`config.mk`:
```
export PLATFORM = sky130hd
export DESIGN_NAME = dsos_top
export DESIGN_NICKNAME = d
export VERILOG_FILES = /design/src/inc/dsos_pkg.sv /design/src/rtl/dsos_top.sv /design/src/rtl/dsos_delay.sv
export SDC_FILE = /design/constraint.sdc
export NUM_CORES = 1
export LEC_CHECK = 0
export ABC_AREA = 1
export ABC_CLOCK_PERIOD_IN_PS = 5400
export BUFFER_PORTS_ARGS = -buffer_cell sky130_fd_sc_hd__buf_2
export CAP_MARGIN = 20
export CORE_ASPECT_RATIO = 0.5
export CORE_UTILIZATION = 60
export DETAILED_ROUTE_END_ITERATION = 6
export PLACE_DENSITY = 0.87
export SLEW_MARGIN = 20
export SYNTH_ARGS = -nofsm -noshare
export SYNTH_HDL_FRONTEND = slang
export SYNTH_SLANG_ARGS = --single-unit
```
`constraint.sdc`:
```
create_clock -name core_clk -period 5.4 [get_ports core_clk]
set_clock_uncertainty 0.2 [all_clocks]
set_input_delay 1.62 -clock core_clk [delete_from_list [all_inputs] [get_ports core_clk]]
set_output_delay 1.62 -clock core_clk [all_outputs]
set_load 0.05 [all_outputs]
```
`src/inc/dsos_pkg.sv`:
```
// Shared constants and carriers for the drive status output selector
package dsos_pkg;

  // Function selector codes
  localparam int unsigned SEL_W = 6;
  localparam logic [SEL_W-1:0] FN_LOW_VOLTAGE = 6'h0B;
  localparam logic [SEL_W-1:0] FN_OVER_HEAT = 6'h0C;
  localparam logic [SEL_W-1:0] FN_LOST_CMD = 6'h0D;
  localparam logic [SEL_W-1:0] FN_RUN = 6'h0E;
  localparam logic [SEL_W-1:0] FN_STOP = 6'h0F;
  localparam logic [SEL_W-1:0] FN_STEADY = 6'h10;
  localparam logic [SEL_W-1:0] FN_DRIVE_LINE = 6'h11;
  localparam logic [SEL_W-1:0] FN_MAINS_LINE = 6'h12;
  localparam logic [SEL_W-1:0] FN_SPEED_SEARCH = 6'h13;
  localparam logic [SEL_W-1:0] FN_READY = 6'h16;
  localparam logic [SEL_W-1:0] FN_TIMER = 6'h1C;
  localparam logic [SEL_W-1:0] FN_TRIP = 6'h1D;
  localparam logic [SEL_W-1:0] FN_BRAKE_DUTY = 6'h1F;
  localparam logic [SEL_W-1:0] FN_ANALOG_ONOFF = 6'h22;
  localparam logic [SEL_W-1:0] FN_BRAKE_RELEASE = 6'h23;

  // Trip class mask: bit1..bit3 sit at indices 0..2
  localparam int unsigned MASK_W = 3;
  localparam int unsigned MASK_UV = 0;
  localparam int unsigned MASK_OTHER = 1;
  localparam int unsigned MASK_RESTART = 2;
  localparam logic [MASK_W-1:0] MASK_RESET = 3'h2;
  localparam logic [SEL_W-1:0] RELAY_SEL_RESET = FN_TRIP;
  localparam logic [SEL_W-1:0] TERM_SEL_RESET = 6'h00;

  // Delays count in hundredths of a second, 0.00 to 100.00 s
  localparam int unsigned DLY_W = 14;
  localparam logic [DLY_W-1:0] DLY_MAX = 14'h2710;
  localparam logic [DLY_W-1:0] DLY_RESET = 14'h0000;
  localparam longint unsigned DLY_UNIT_NS = 10_000_000;
  localparam longint unsigned CLK_PERIOD_NS = 4;
  localparam int unsigned TICK_CYCLES = int'(DLY_UNIT_NS / CLK_PERIOD_NS);

  // Analog input width for on/off control
  localparam int unsigned ANA_W = 12;
  localparam logic [ANA_W-1:0] ANA_ON_RESET = 12'hFFF;
  localparam logic [ANA_W-1:0] ANA_OFF_RESET = 12'h000;

  // Conditions from protection and sequencing logic
  typedef struct packed {
    logic dc_undervoltage;
    logic over_temperature;
    logic analog_ref_lost;
    logic serial_cmd_lost;
    logic exp_card_present;
    logic exp_cmd_lost;
    logic run_cmd;
    logic output_voltage;
    logic dc_braking;
    logic accelerating;
    logic decelerating;
    logic motor_on_drive_line;
    logic motor_on_mains;
    logic speed_search;
    logic standby_ready;
    logic timer_input;
    logic trip_undervoltage;
    logic trip_other;
    logic restart_failed;
    logic brake_resistor_duty_warning;
    logic brake_release_output;
  } dsos_cond_s;

  // Configuration set, captured on a load strobe
  typedef struct packed {
    logic [SEL_W-1:0] term_sel;
    logic [SEL_W-1:0] relay3_sel;
    logic [SEL_W-1:0] relay4_sel;
    logic [MASK_W-1:0] trip_mask;
    logic [DLY_W-1:0] fault_output_assert_delay;
    logic [DLY_W-1:0] fault_output_release_delay;
    logic [DLY_W-1:0] timer_delay;
    logic [ANA_W-1:0] ana_on_level;
    logic [ANA_W-1:0] ana_off_level;
  } dsos_cfg_s;

  // Delay stage states
  typedef enum logic [3:0] {
    DST_OFF = 4'h1,
    DST_ON_WAIT = 4'h2,
    DST_ON = 4'h4,
    DST_OFF_WAIT = 4'h8
  } dsos_dst_e;

endpackage : dsos_pkg

```
`src/rtl/dsos_top.sv`:
```
`timescale 1ns/1ns
`default_nettype none
module dsos_top #(
  parameter int unsigned TICK_CYCLES = dsos_pkg::TICK_CYCLES
) (
  // Clock and reset
  input wire logic core_clk,
  input wire logic rst_n,
  // Drive conditions
  input wire dsos_pkg::dsos_cond_s cond,
  input wire logic [dsos_pkg::ANA_W-1:0] analog_value,
  // Configuration load
  input wire logic cfg_load,
  input wire dsos_pkg::dsos_cfg_s cfg_in,
  // Outputs to terminal and relays
  output logic transistor_output_terminal,
  output logic relay3_output,
  output logic relay4_output,
  // Status
  output logic fault_output_state,
  output var dsos_pkg::dsos_cfg_s cfg_active
);

  localparam int unsigned DIV_W = $clog2(TICK_CYCLES + 1);
  localparam logic [DIV_W-1:0] DIV_LAST = DIV_W'(TICK_CYCLES - 1);

  typedef struct packed {
    dsos_pkg::dsos_cfg_s cfg;
    logic [DIV_W-1:0] div;
    logic tick;
    logic ana_on;
    logic term;
    logic relay3;
    logic relay4;
    logic fault;
  } dsos_top_state_s;

  dsos_top_state_s s;
  dsos_top_state_s next_s;
  logic trip_qualified;
  logic trip_delayed;
  logic timer_done;

  // Limit a delay to its legal top
  function automatic logic [dsos_pkg::DLY_W-1:0] clamp_dly(
    input logic [dsos_pkg::DLY_W-1:0] d
  );
    clamp_dly = (d > dsos_pkg::DLY_MAX) ? dsos_pkg::DLY_MAX : d;
  endfunction : clamp_dly

  // Map a function code onto its condition
  function automatic logic select_fn(
    input logic [dsos_pkg::SEL_W-1:0] code,
    input dsos_pkg::dsos_cond_s c,
    input logic ana_on,
    input logic trip_out,
    input logic timer_out
  );
    logic running;
    running = c.run_cmd && c.output_voltage && !c.dc_braking;
    case (code)
      dsos_pkg::FN_LOW_VOLTAGE: select_fn = c.dc_undervoltage;
      dsos_pkg::FN_OVER_HEAT: select_fn = c.over_temperature;
      dsos_pkg::FN_LOST_CMD: begin
        select_fn = c.analog_ref_lost || c.serial_cmd_lost ||
                    (c.exp_card_present && c.exp_cmd_lost);
      end
      dsos_pkg::FN_RUN: select_fn = running;
      dsos_pkg::FN_STOP: select_fn = !c.run_cmd && !c.output_voltage;
      dsos_pkg::FN_STEADY: begin
        select_fn = running && !c.accelerating && !c.decelerating;
      end
      dsos_pkg::FN_DRIVE_LINE: select_fn = c.motor_on_drive_line;
      dsos_pkg::FN_MAINS_LINE: select_fn = c.motor_on_mains;
      dsos_pkg::FN_SPEED_SEARCH: select_fn = c.speed_search;
      dsos_pkg::FN_READY: select_fn = c.standby_ready;
      dsos_pkg::FN_TIMER: select_fn = timer_out;
      dsos_pkg::FN_TRIP: select_fn = trip_out;
      dsos_pkg::FN_BRAKE_DUTY: select_fn = c.brake_resistor_duty_warning;
      dsos_pkg::FN_ANALOG_ONOFF: select_fn = ana_on;
      dsos_pkg::FN_BRAKE_RELEASE: select_fn = c.brake_release_output;
      default: select_fn = 1'b0;
    endcase
  endfunction : select_fn

  // Trip classes gated by the mask
  assign trip_qualified =
    (s.cfg.trip_mask[dsos_pkg::MASK_UV] && cond.trip_undervoltage) ||
    (s.cfg.trip_mask[dsos_pkg::MASK_OTHER] && cond.trip_other) ||
    (s.cfg.trip_mask[dsos_pkg::MASK_RESTART] && cond.restart_failed);

  // Trip output delay; general output delays are not applied in trip mode
  dsos_delay u_trip_delay (
    .core_clk(core_clk),
    .rst_n(rst_n),
    .tick(s.tick),
    .level_in(trip_qualified),
    .on_delay(s.cfg.fault_output_assert_delay),
    .off_delay(s.cfg.fault_output_release_delay),
    .level_out(trip_delayed)
  );

  // Timer output: on after the set time while the input holds
  dsos_delay u_timer (
    .core_clk(core_clk),
    .rst_n(rst_n),
    .tick(s.tick),
    .level_in(cond.timer_input),
    .on_delay(s.cfg.timer_delay),
    .off_delay(dsos_pkg::DLY_RESET),
    .level_out(timer_done)
  );

  // Next state: divider, config capture, hysteresis and output select
  always_comb begin
    next_s = s;
    // Delay unit divider, one pulse per unit
    if (s.div == DIV_LAST) begin
      next_s.div = '0;
      next_s.tick = 1'b1;
    end else begin
      next_s.div = s.div + DIV_W'(1);
      next_s.tick = 1'b0;
    end
    // Capture settings; delays above the top are clamped
    if (cfg_load) begin
      next_s.cfg = cfg_in;
      next_s.cfg.fault_output_assert_delay = clamp_dly(cfg_in.fault_output_assert_delay);
      next_s.cfg.fault_output_release_delay = clamp_dly(cfg_in.fault_output_release_delay);
      next_s.cfg.timer_delay = clamp_dly(cfg_in.timer_delay);
    end
    // Hysteresis stops chatter when the value sits between the levels
    if (analog_value >= s.cfg.ana_on_level) begin
      next_s.ana_on = 1'b1;
    end else if (analog_value <= s.cfg.ana_off_level) begin
      next_s.ana_on = 1'b0;
    end
    // Terminal and both relays pick their own function; fault follows the trip
    next_s.term = select_fn(s.cfg.term_sel, cond, s.ana_on, trip_delayed, timer_done);
    next_s.relay3 = select_fn(s.cfg.relay3_sel, cond, s.ana_on, trip_delayed, timer_done);
    next_s.relay4 = select_fn(s.cfg.relay4_sel, cond, s.ana_on, trip_delayed, timer_done);
    next_s.fault = trip_delayed;
  end

  // State register with documented defaults
  always_ff @(posedge core_clk or negedge rst_n) begin
    if (!rst_n) begin
      s.cfg.term_sel <= dsos_pkg::TERM_SEL_RESET;
      s.cfg.relay3_sel <= dsos_pkg::RELAY_SEL_RESET;
      s.cfg.relay4_sel <= dsos_pkg::RELAY_SEL_RESET;
      s.cfg.trip_mask <= dsos_pkg::MASK_RESET;
      s.cfg.fault_output_assert_delay <= dsos_pkg::DLY_RESET;
      s.cfg.fault_output_release_delay <= dsos_pkg::DLY_RESET;
      s.cfg.timer_delay <= dsos_pkg::DLY_RESET;
      s.cfg.ana_on_level <= dsos_pkg::ANA_ON_RESET;
      s.cfg.ana_off_level <= dsos_pkg::ANA_OFF_RESET;
      s.div <= '0;
      s.tick <= 1'b0;
      s.ana_on <= 1'b0;
      s.term <= 1'b0;
      s.relay3 <= 1'b0;
      s.relay4 <= 1'b0;
      s.fault <= 1'b0;
    end else begin
      s <= next_s;
    end
  end

  // Ports straight from the state flops
  assign transistor_output_terminal = s.term;
  assign relay3_output = s.relay3;
  assign relay4_output = s.relay4;
  assign fault_output_state = s.fault;
  assign cfg_active = s.cfg;

endmodule : dsos_top
`default_nettype wire

```
`src/rtl/dsos_delay.sv`:
```
`timescale 1ns/1ns
`default_nettype none
// On/off delay of a level, counted in ticks of the delay unit
module dsos_delay (
  // Clock and reset
  input wire logic core_clk,
  input wire logic rst_n,
  // Delay unit pulse
  input wire logic tick,
  // Level and delays
  input wire logic level_in,
  input wire logic [dsos_pkg::DLY_W-1:0] on_delay,
  input wire logic [dsos_pkg::DLY_W-1:0] off_delay,
  output logic level_out
);

  typedef struct packed {
    dsos_pkg::dsos_dst_e st;
    logic [dsos_pkg::DLY_W-1:0] cnt;
  } dsos_delay_state_s;

  dsos_delay_state_s s;
  dsos_delay_state_s next_s;
  logic [dsos_pkg::DLY_W-1:0] cnt_inc;

  // Output holds through the off wait
  assign level_out = (s.st == dsos_pkg::DST_ON) || (s.st == dsos_pkg::DST_OFF_WAIT);
  assign cnt_inc = s.cnt + 14'h0001;

  // Sequencing; a lost level restarts the wait, no partial credit
  always_comb begin
    next_s = s;
    case (s.st)
      dsos_pkg::DST_OFF: begin
        next_s.cnt = '0;
        if (level_in) begin
          next_s.st = (on_delay == '0) ? dsos_pkg::DST_ON : dsos_pkg::DST_ON_WAIT;
        end
      end
      dsos_pkg::DST_ON_WAIT: begin
        if (!level_in) begin
          next_s.st = dsos_pkg::DST_OFF;
        end else if (tick) begin
          next_s.cnt = cnt_inc;
          if (cnt_inc >= on_delay) begin
            next_s.st = dsos_pkg::DST_ON;
          end
        end
      end
      dsos_pkg::DST_ON: begin
        next_s.cnt = '0;
        if (!level_in) begin
          next_s.st = (off_delay == '0) ? dsos_pkg::DST_OFF : dsos_pkg::DST_OFF_WAIT;
        end
      end
      dsos_pkg::DST_OFF_WAIT: begin
        if (level_in) begin
          next_s.st = dsos_pkg::DST_ON;
          next_s.cnt = '0;
        end else if (tick) begin
          next_s.cnt = cnt_inc;
          if (cnt_inc >= off_delay) begin
            next_s.st = dsos_pkg::DST_OFF;
          end
        end
      end
      default: begin
        next_s.st = dsos_pkg::DST_OFF;
        next_s.cnt = '0;
      end
    endcase
  end

  // State register
  always_ff @(posedge core_clk or negedge rst_n) begin
    if (!rst_n) begin
      s.st <= dsos_pkg::DST_OFF;
      s.cnt <= '0;
    end else begin
      s <= next_s;
    end
  end

endmodule : dsos_delay
`default_nettype wire

```
-- Yosys cells after proc, flatten, opt, wreduce, memory -nomap -nowiden
Cells that the tools add are included.
- output and inout port bits: 91
- logic and storage cells: 162
- flip-flop bits (word level): 151
- bits of input ports: 123
- reduce and logical (&&, ||, !) cells: 28
- order comparisons: 9
- equal/unequal tests: 70
- $add $sub $neg: 3
- multiplexer cells: 32
- operator list (kind ; count):
    $eq 6x5->1 const B ; 24
    $pmux 18 s4 ; 2
    $mux 18 ; 6
    $eq 6x4->1 const B ; 15
    $mux 14 ; 5
    $pmux 1 s15 ; 3
    $mux 4 ; 11
    $ge 14x14->1 ; 3
    $gt 14x14->1 const B ; 3
    $logic_not 14->1 ; 3
    $eq 6x6->1 const B ; 6
    $add 14x1->14 const B ; 2
    $mux 23 ; 1
    $add 22x1->22 const B ; 1
    $eq 22x22->1 const B ; 1
    $ne 3x3->1 const B ; 5
    $ge 14x1->1 const B ; 1
    $ge 12x12->1 ; 1
    $le 12x12->1 ; 1
    $ne 2x2->1 const B ; 6
    $reduce_and 6->1 ; 2
    $logic_and 1x1->1 ; 9
    $ne 3x2->1 const B ; 3
    $eq 4x1->1 const B ; 2
    10 further kinds ; 26

-- Logic depth before layout (Yosys ltp)
- depth in word-level cells: 6
- mapped depth: 21
- mapped depth without buffers: 21

-- By module
A second synthesis with hierarchy kept.
- cell total of the unflattened synthesis: 1537
- area, all modules: 11101.9 sq um
- by module, submodules not included (module ; cells an instance ; area an instance (sq um) ; instances ; seq. area each (sq um)):
    dsos_top ; 969 ; 7060.5 ; 1 ; 2904.0
    dsos_delay ; 284 ; 2020.7 ; 2 ; 451.7

-- Worst setup path after synthesis
OpenSTA, ideal clock, no wires.
- path type: input to register
- from: in analog_value[5] in the netlist's numbering
- to: reg s[4] in the netlist's numbering
- required time: 5.068 ns
- path buffers: 0
- arrival time: 2.486 ns
- setup slack: 2.582 ns
- setup time: 0.132 ns
- cell stages on the path: 9
- cell sequence: ha_1 -> nand2_1 -> inv_1 -> o21ai_0 -> nand2_1 -> nand2_1 -> nand2_1 -> a211oi_1 -> o21ai_0
- cells in the longest elaborated chain, start to end: 2
- elaborated cells on any way between the ends: 4
- those cells by class: order compare (2); mux (1); reduce/logical (1)
- RTL lines (item ; line ; text):
    from (decl) ; dsos_top.sv:11 ; input wire logic [dsos_pkg::ANA_W-1:0] analog_value,
    $ge 12x12->1 or $le 12x12->1 (tied branches) ; dsos_top.sv:133, dsos_top.sv:135 ;
    $mux 1 or $reduce_bool 2->1 (tied branches) ; - ;
    to (signal assigned) ; dsos_top.sv:165 ; s <= next_s;
    to (decl) ; dsos_top.sv:38 ; dsos_top_state_s s;
Several ways; a longest one is shown, not always the timed one.
A chain may end at the register's enable or synchronous reset.

-- Final worst setup path
- from: reg s, in the netlist cfg_active[78]
- to: out cfg_active[78] in the netlist's numbering
- RTL lines (item ; line ; text):
    to (decl) ; dsos_top.sv:21 ; output var dsos_pkg::dsos_cfg_s cfg_active
No word-level cell between the ends.

==> run summary <==
The run finished with clean final reports. The final count of hold timing violations came out at 0. Cell internal power was estimated by the tool at 2.11 mW. The peak supply drop is 0.000227 V. The height of the die came out at 93.8 µm. The source-to-sink clock delay at the later pin of the worst-skew pair is 0.43 ns. 214 I/O pins were placed. Along the worst path, the maximum fanout reaches 7.

The type of the worst setup path is reg -> out. Summed over all layers, the global routing overflow is 0. For the pin with the worst max-slew slack, the measured transition is 0.985 ns. The minimum period implied by the final worst setup slack came out at 3.13 ns. Setup violations remaining at the end of the flow were counted as 0. Tracing the worst setup path back leads to its startpoint at cfg_active[78].

Measured on the finished design, the core utilization comes to 0.689. The remaining design rule violation count came out at 0. The largest individual stage delay along the critical path comes from the cell dfstp_2.

The flop and latch count out of synthesis is 150. The number of global-route vias before repair came out at 8887. Of the total synthesized cell area, the portion taken by full adders, half adders and majority gates is 0.0854. The overall global routing resource usage came out at 0.298. Averaged over all synthesized cells, the footprint is 7.57 µm². The multi-input gate area in the final layout came out at 0.00476 mm².

Of the total power, the clock network draws 0.356. Synthesis produced a netlist whose cell count is 1336. The number of diodes added for antenna fixing is 0. The signal on the critical path passes through buf_2. The count of nets left with antenna violations once routing finished came out at 0. The flip-flop and latch area is 0.00378 mm². Summed over all layers, the routed wires come to 25400 µm. The arrival time at the worst endpoint came out at 1.31 ns. The register area share after synthesis is 0.374. The final total power came out at 3.29 mW.

The number of nets produced by synthesis is 1528. The number of enable-type register cells in the synthesized netlist came out at 0. The x dimension of the die came out at 186 µm.

The number of H-tree levels came out at 4. In this design, the largest share of critical-path delay is due to flip-flops. The number of antenna violations at the first check in global routing is 0. The largest net degree at the start of global routing came out at 106. The total number of vias came out at 9305. In this run the critical register-to-register path is launched from u_trip_delay.s[0]. In this run, post-CTS repair resized a total of 0 instances. The worst path buffer plus inverter count is 1.

The reported net switching power came out at 1.18 mW. The final HPWL from detailed placement is 19400 µm. The share of flip-flops with an asynchronous set or reset after synthesis came out at 1.00. The required time at the worst-slack endpoint came out at 3.58 ns. The number of pins exceeding their max-slew limit in the final report was 0. The final sum of negative setup slack is 0 ns. The number of buffers inserted by hold repair at cts came out at 0. Of the available clock period, the critical path in the final layout requires 0.579. The type of destination of the critical path is a primary output.

The worst-case headroom to the max-slew limit is 0.344. Of the total power, the share spent switching nets is 0.359. Measured in cells, the most critical reg-to-reg path has a length of 19. In this run, distinct cell masters in the synthesized netlist total 47. Routability-driven placement finished with a final weighted congestion of 0.868.

The net count of the finished layout is 1655. The synthesized cell area came out at 0.0101 mm². The simple-gate share of the synthesized area is 0.269.

Using the TritonRoute via totals, the vias-per-cell ratio works out to 5.46. By area the synthesized netlist is led by dfrtp_1, nand2_1, ha_1. The number of buffers created by CTS came out at 17. The share of total power dissipated in sequential elements is 0.393. The path length in cells of the critical path came out at 1. The path class of the tightest hold or removal check is reg -> reg.

For this run, the number of Yosys warnings is 0. The highest clock frequency the design can meet is 320 MHz. The portion of synthesized area spent on multiplexers is 0.

From synthesis to final layout, the design area changed by 12.1%. Summed over all cells, the static leakage comes to 6.21 nW. The number of input and output port buffers inserted came out at 213. The most area-hungry cell type in the Yosys netlist is dfrtp_1. STA classifies the critical path startpoint as a flip-flop.

The start point of the worst hold path is cfg_active[67]. The die covers 0.0174 mm². In this design, the stage delay of the slowest critical-path cell is 0.59 ns. The buffer depth of the longest clock path came out at 2. The first global-routing pass estimated 41000 µm of wire. The main flop type after synthesis is dfrtp_1. The area of the core came out at 0.0164 mm². The number of instances on the worst hold path came out at 2.

For this design, the sink count on the clock tree is 150. TritonCTS built the clock tree. The ratio of cells with drive above 1 in the final layout is 0.212.

The post-synthesis xor/xnor area fraction came out at 0.0225. The largest family of logic cells by synthesized area is simple AND/OR/NAND/NOR gates. Setup repair after global routing left no endpoint under its margin. In this run the clock root is driven by a clkbuf_16. Power spread over the standard cell area amounts to 290 mW/mm².

The part of the power in combinational logic came out at 0.252. Of the post-synthesis cell area, the dominant cell type holds 0.314. The initial utilization of the core area, before any placement, comes to 0.615. The tightest hold path in the finished design has a slack of 0.268 ns. For this run, the detailed router's first-pass iteration total came to 6. The average routed wire per standard cell is 14.9 µm. The detailed router finished its first iteration with 649 violations. The synthesized-area fraction occupied by ao, oa, aoi and oai cells is 0.0936. Once the clock tree was built, the setup fixing pass inserted 0 buffers.

The number of max-capacitance violations reported is 0. The clock slew at the register clock pins of the worst setup and hold paths is 0.07 ns. After floorplanning, the core was divided into 33 placement rows.

The count of filler cells inserted in the layout is 1359.
## power by group through the flow
| stage | registers, mW | logic (mW) | clock network (mW) |
|---|---|---|---|
| after global placement | 1.31 | 0.791 | 0 |
| after floorplan | 1.30 | 0.656 | 0 |
| after global routing | 1.30 | 0.909 | 1.23 |
| after detailed placement | 1.31 | 0.820 | 0 |
| final | 1.29 | 0.828 | 1.17 |
| after CTS | 1.29 | 0.826 | 1.18 |
## cell usage after synthesis, drive strengths merged, types with 2 or more instances
cell and count:
xnor2 5, o21a 2, o22ai 12, nor2 107, inv 218, nor3b 5, nand2 282, xor2 21
dfrtp 127, buf 96, ha 69, a22oi 14, o21ai 95, a22o 2, clkbuf 13, o21bai 2
o211ai 5, nand3 94, a21oi 34, or2 3, dfstp 23, nor3 35, nand4 52, nor4 12
and2 2
## cell type report
type	instances	area share
repair buffers	217	0.0975
inverters	219	0.0726
flip-flops and latches	150	0.334
clock inverters	12	0.0106
clock buffers	20	0.0403
multi-input cells	858	0.420
well taps	227	0.0251
## through the flow
| step | setup WS (ns) | area [µm²] | cells |
|---|---|---|---|
| 4_1_cts | 2.27 | 11300 | 1703 |
| 5_1_grt | 2.11 | 11300 | 1703 |
| 3_5_place_dp | 2.09 | 10800 | 1671 |
| 3_3_place_gp | 2.19 | 10800 | 1671 |
| 6_report | 2.27 | 11300 | 1703 |
| 2_1_floorplan | 2.58 | 10100 | 1336 |
## tightest hold or removal path: stages (launching register included)
cell and delay [ns]:
dfstp_2 0.37, nand2_1 0.05, nand2_1 0.04
## metal layers
layer	wire length [µm]	global-route usage	up-vias
li1	-	-	4523
met1	10800	0.366	4410
met2	12700	0.523	317
met3	1340	0.0601	55
met4	525	0.104	0
met5	0	0	-
## logic make-up (layout without fill, tap and decap cells)
logic type                 after synthesis  in the layout
buffers and inverters                  328            468
AOI/OAI and AO/OA                      170            170
adders and majority gates               69             69
DFF                                    150            150
xor gates and xnor gates                26             26
and+or+nand+nor                        593            593
## cell usage in the layout, fill, tap and decap left out, types with 6 or more instances in the layout
cell	instances
o21ai_0	88
inv_1	207
nor2_1	94
nor4_1	10
dfstp_2	23
buf_2	211
nand4_1	51
o22ai_1	12
inv_2	11
nand3_1	91
o21ai_1	6
a22oi_1	14
nand2_1	277
nor3_1	33
xor2_1	21
a21oi_1	34
ha_1	69
nor2_2	9
clkbuf_16	17
dfrtp_1	127
## registers in the layout, indices dropped and copies added, names as in the netlist
register,cells
relay3_output,1
cfg_active,87
transistor_output_terminal,1
relay4_output,1
fault_output_state,1
u_timer.s,17
s,24
u_trip_delay.s,18
## path summary, 6_finish.rpt
path                            slack (ns)                  to
worst max-delay path                  2.27      cfg_active[78]
worst min-delay path                  0.27      cfg_active[67]
worst max register to register        2.35  u_trip_delay.s[15]
worst min register to register        0.27      cfg_active[67]
max in group asynchronous             2.95      cfg_active[53]
min in group asynchronous             1.10      cfg_active[63]
(Power assumes the default switching activity.)
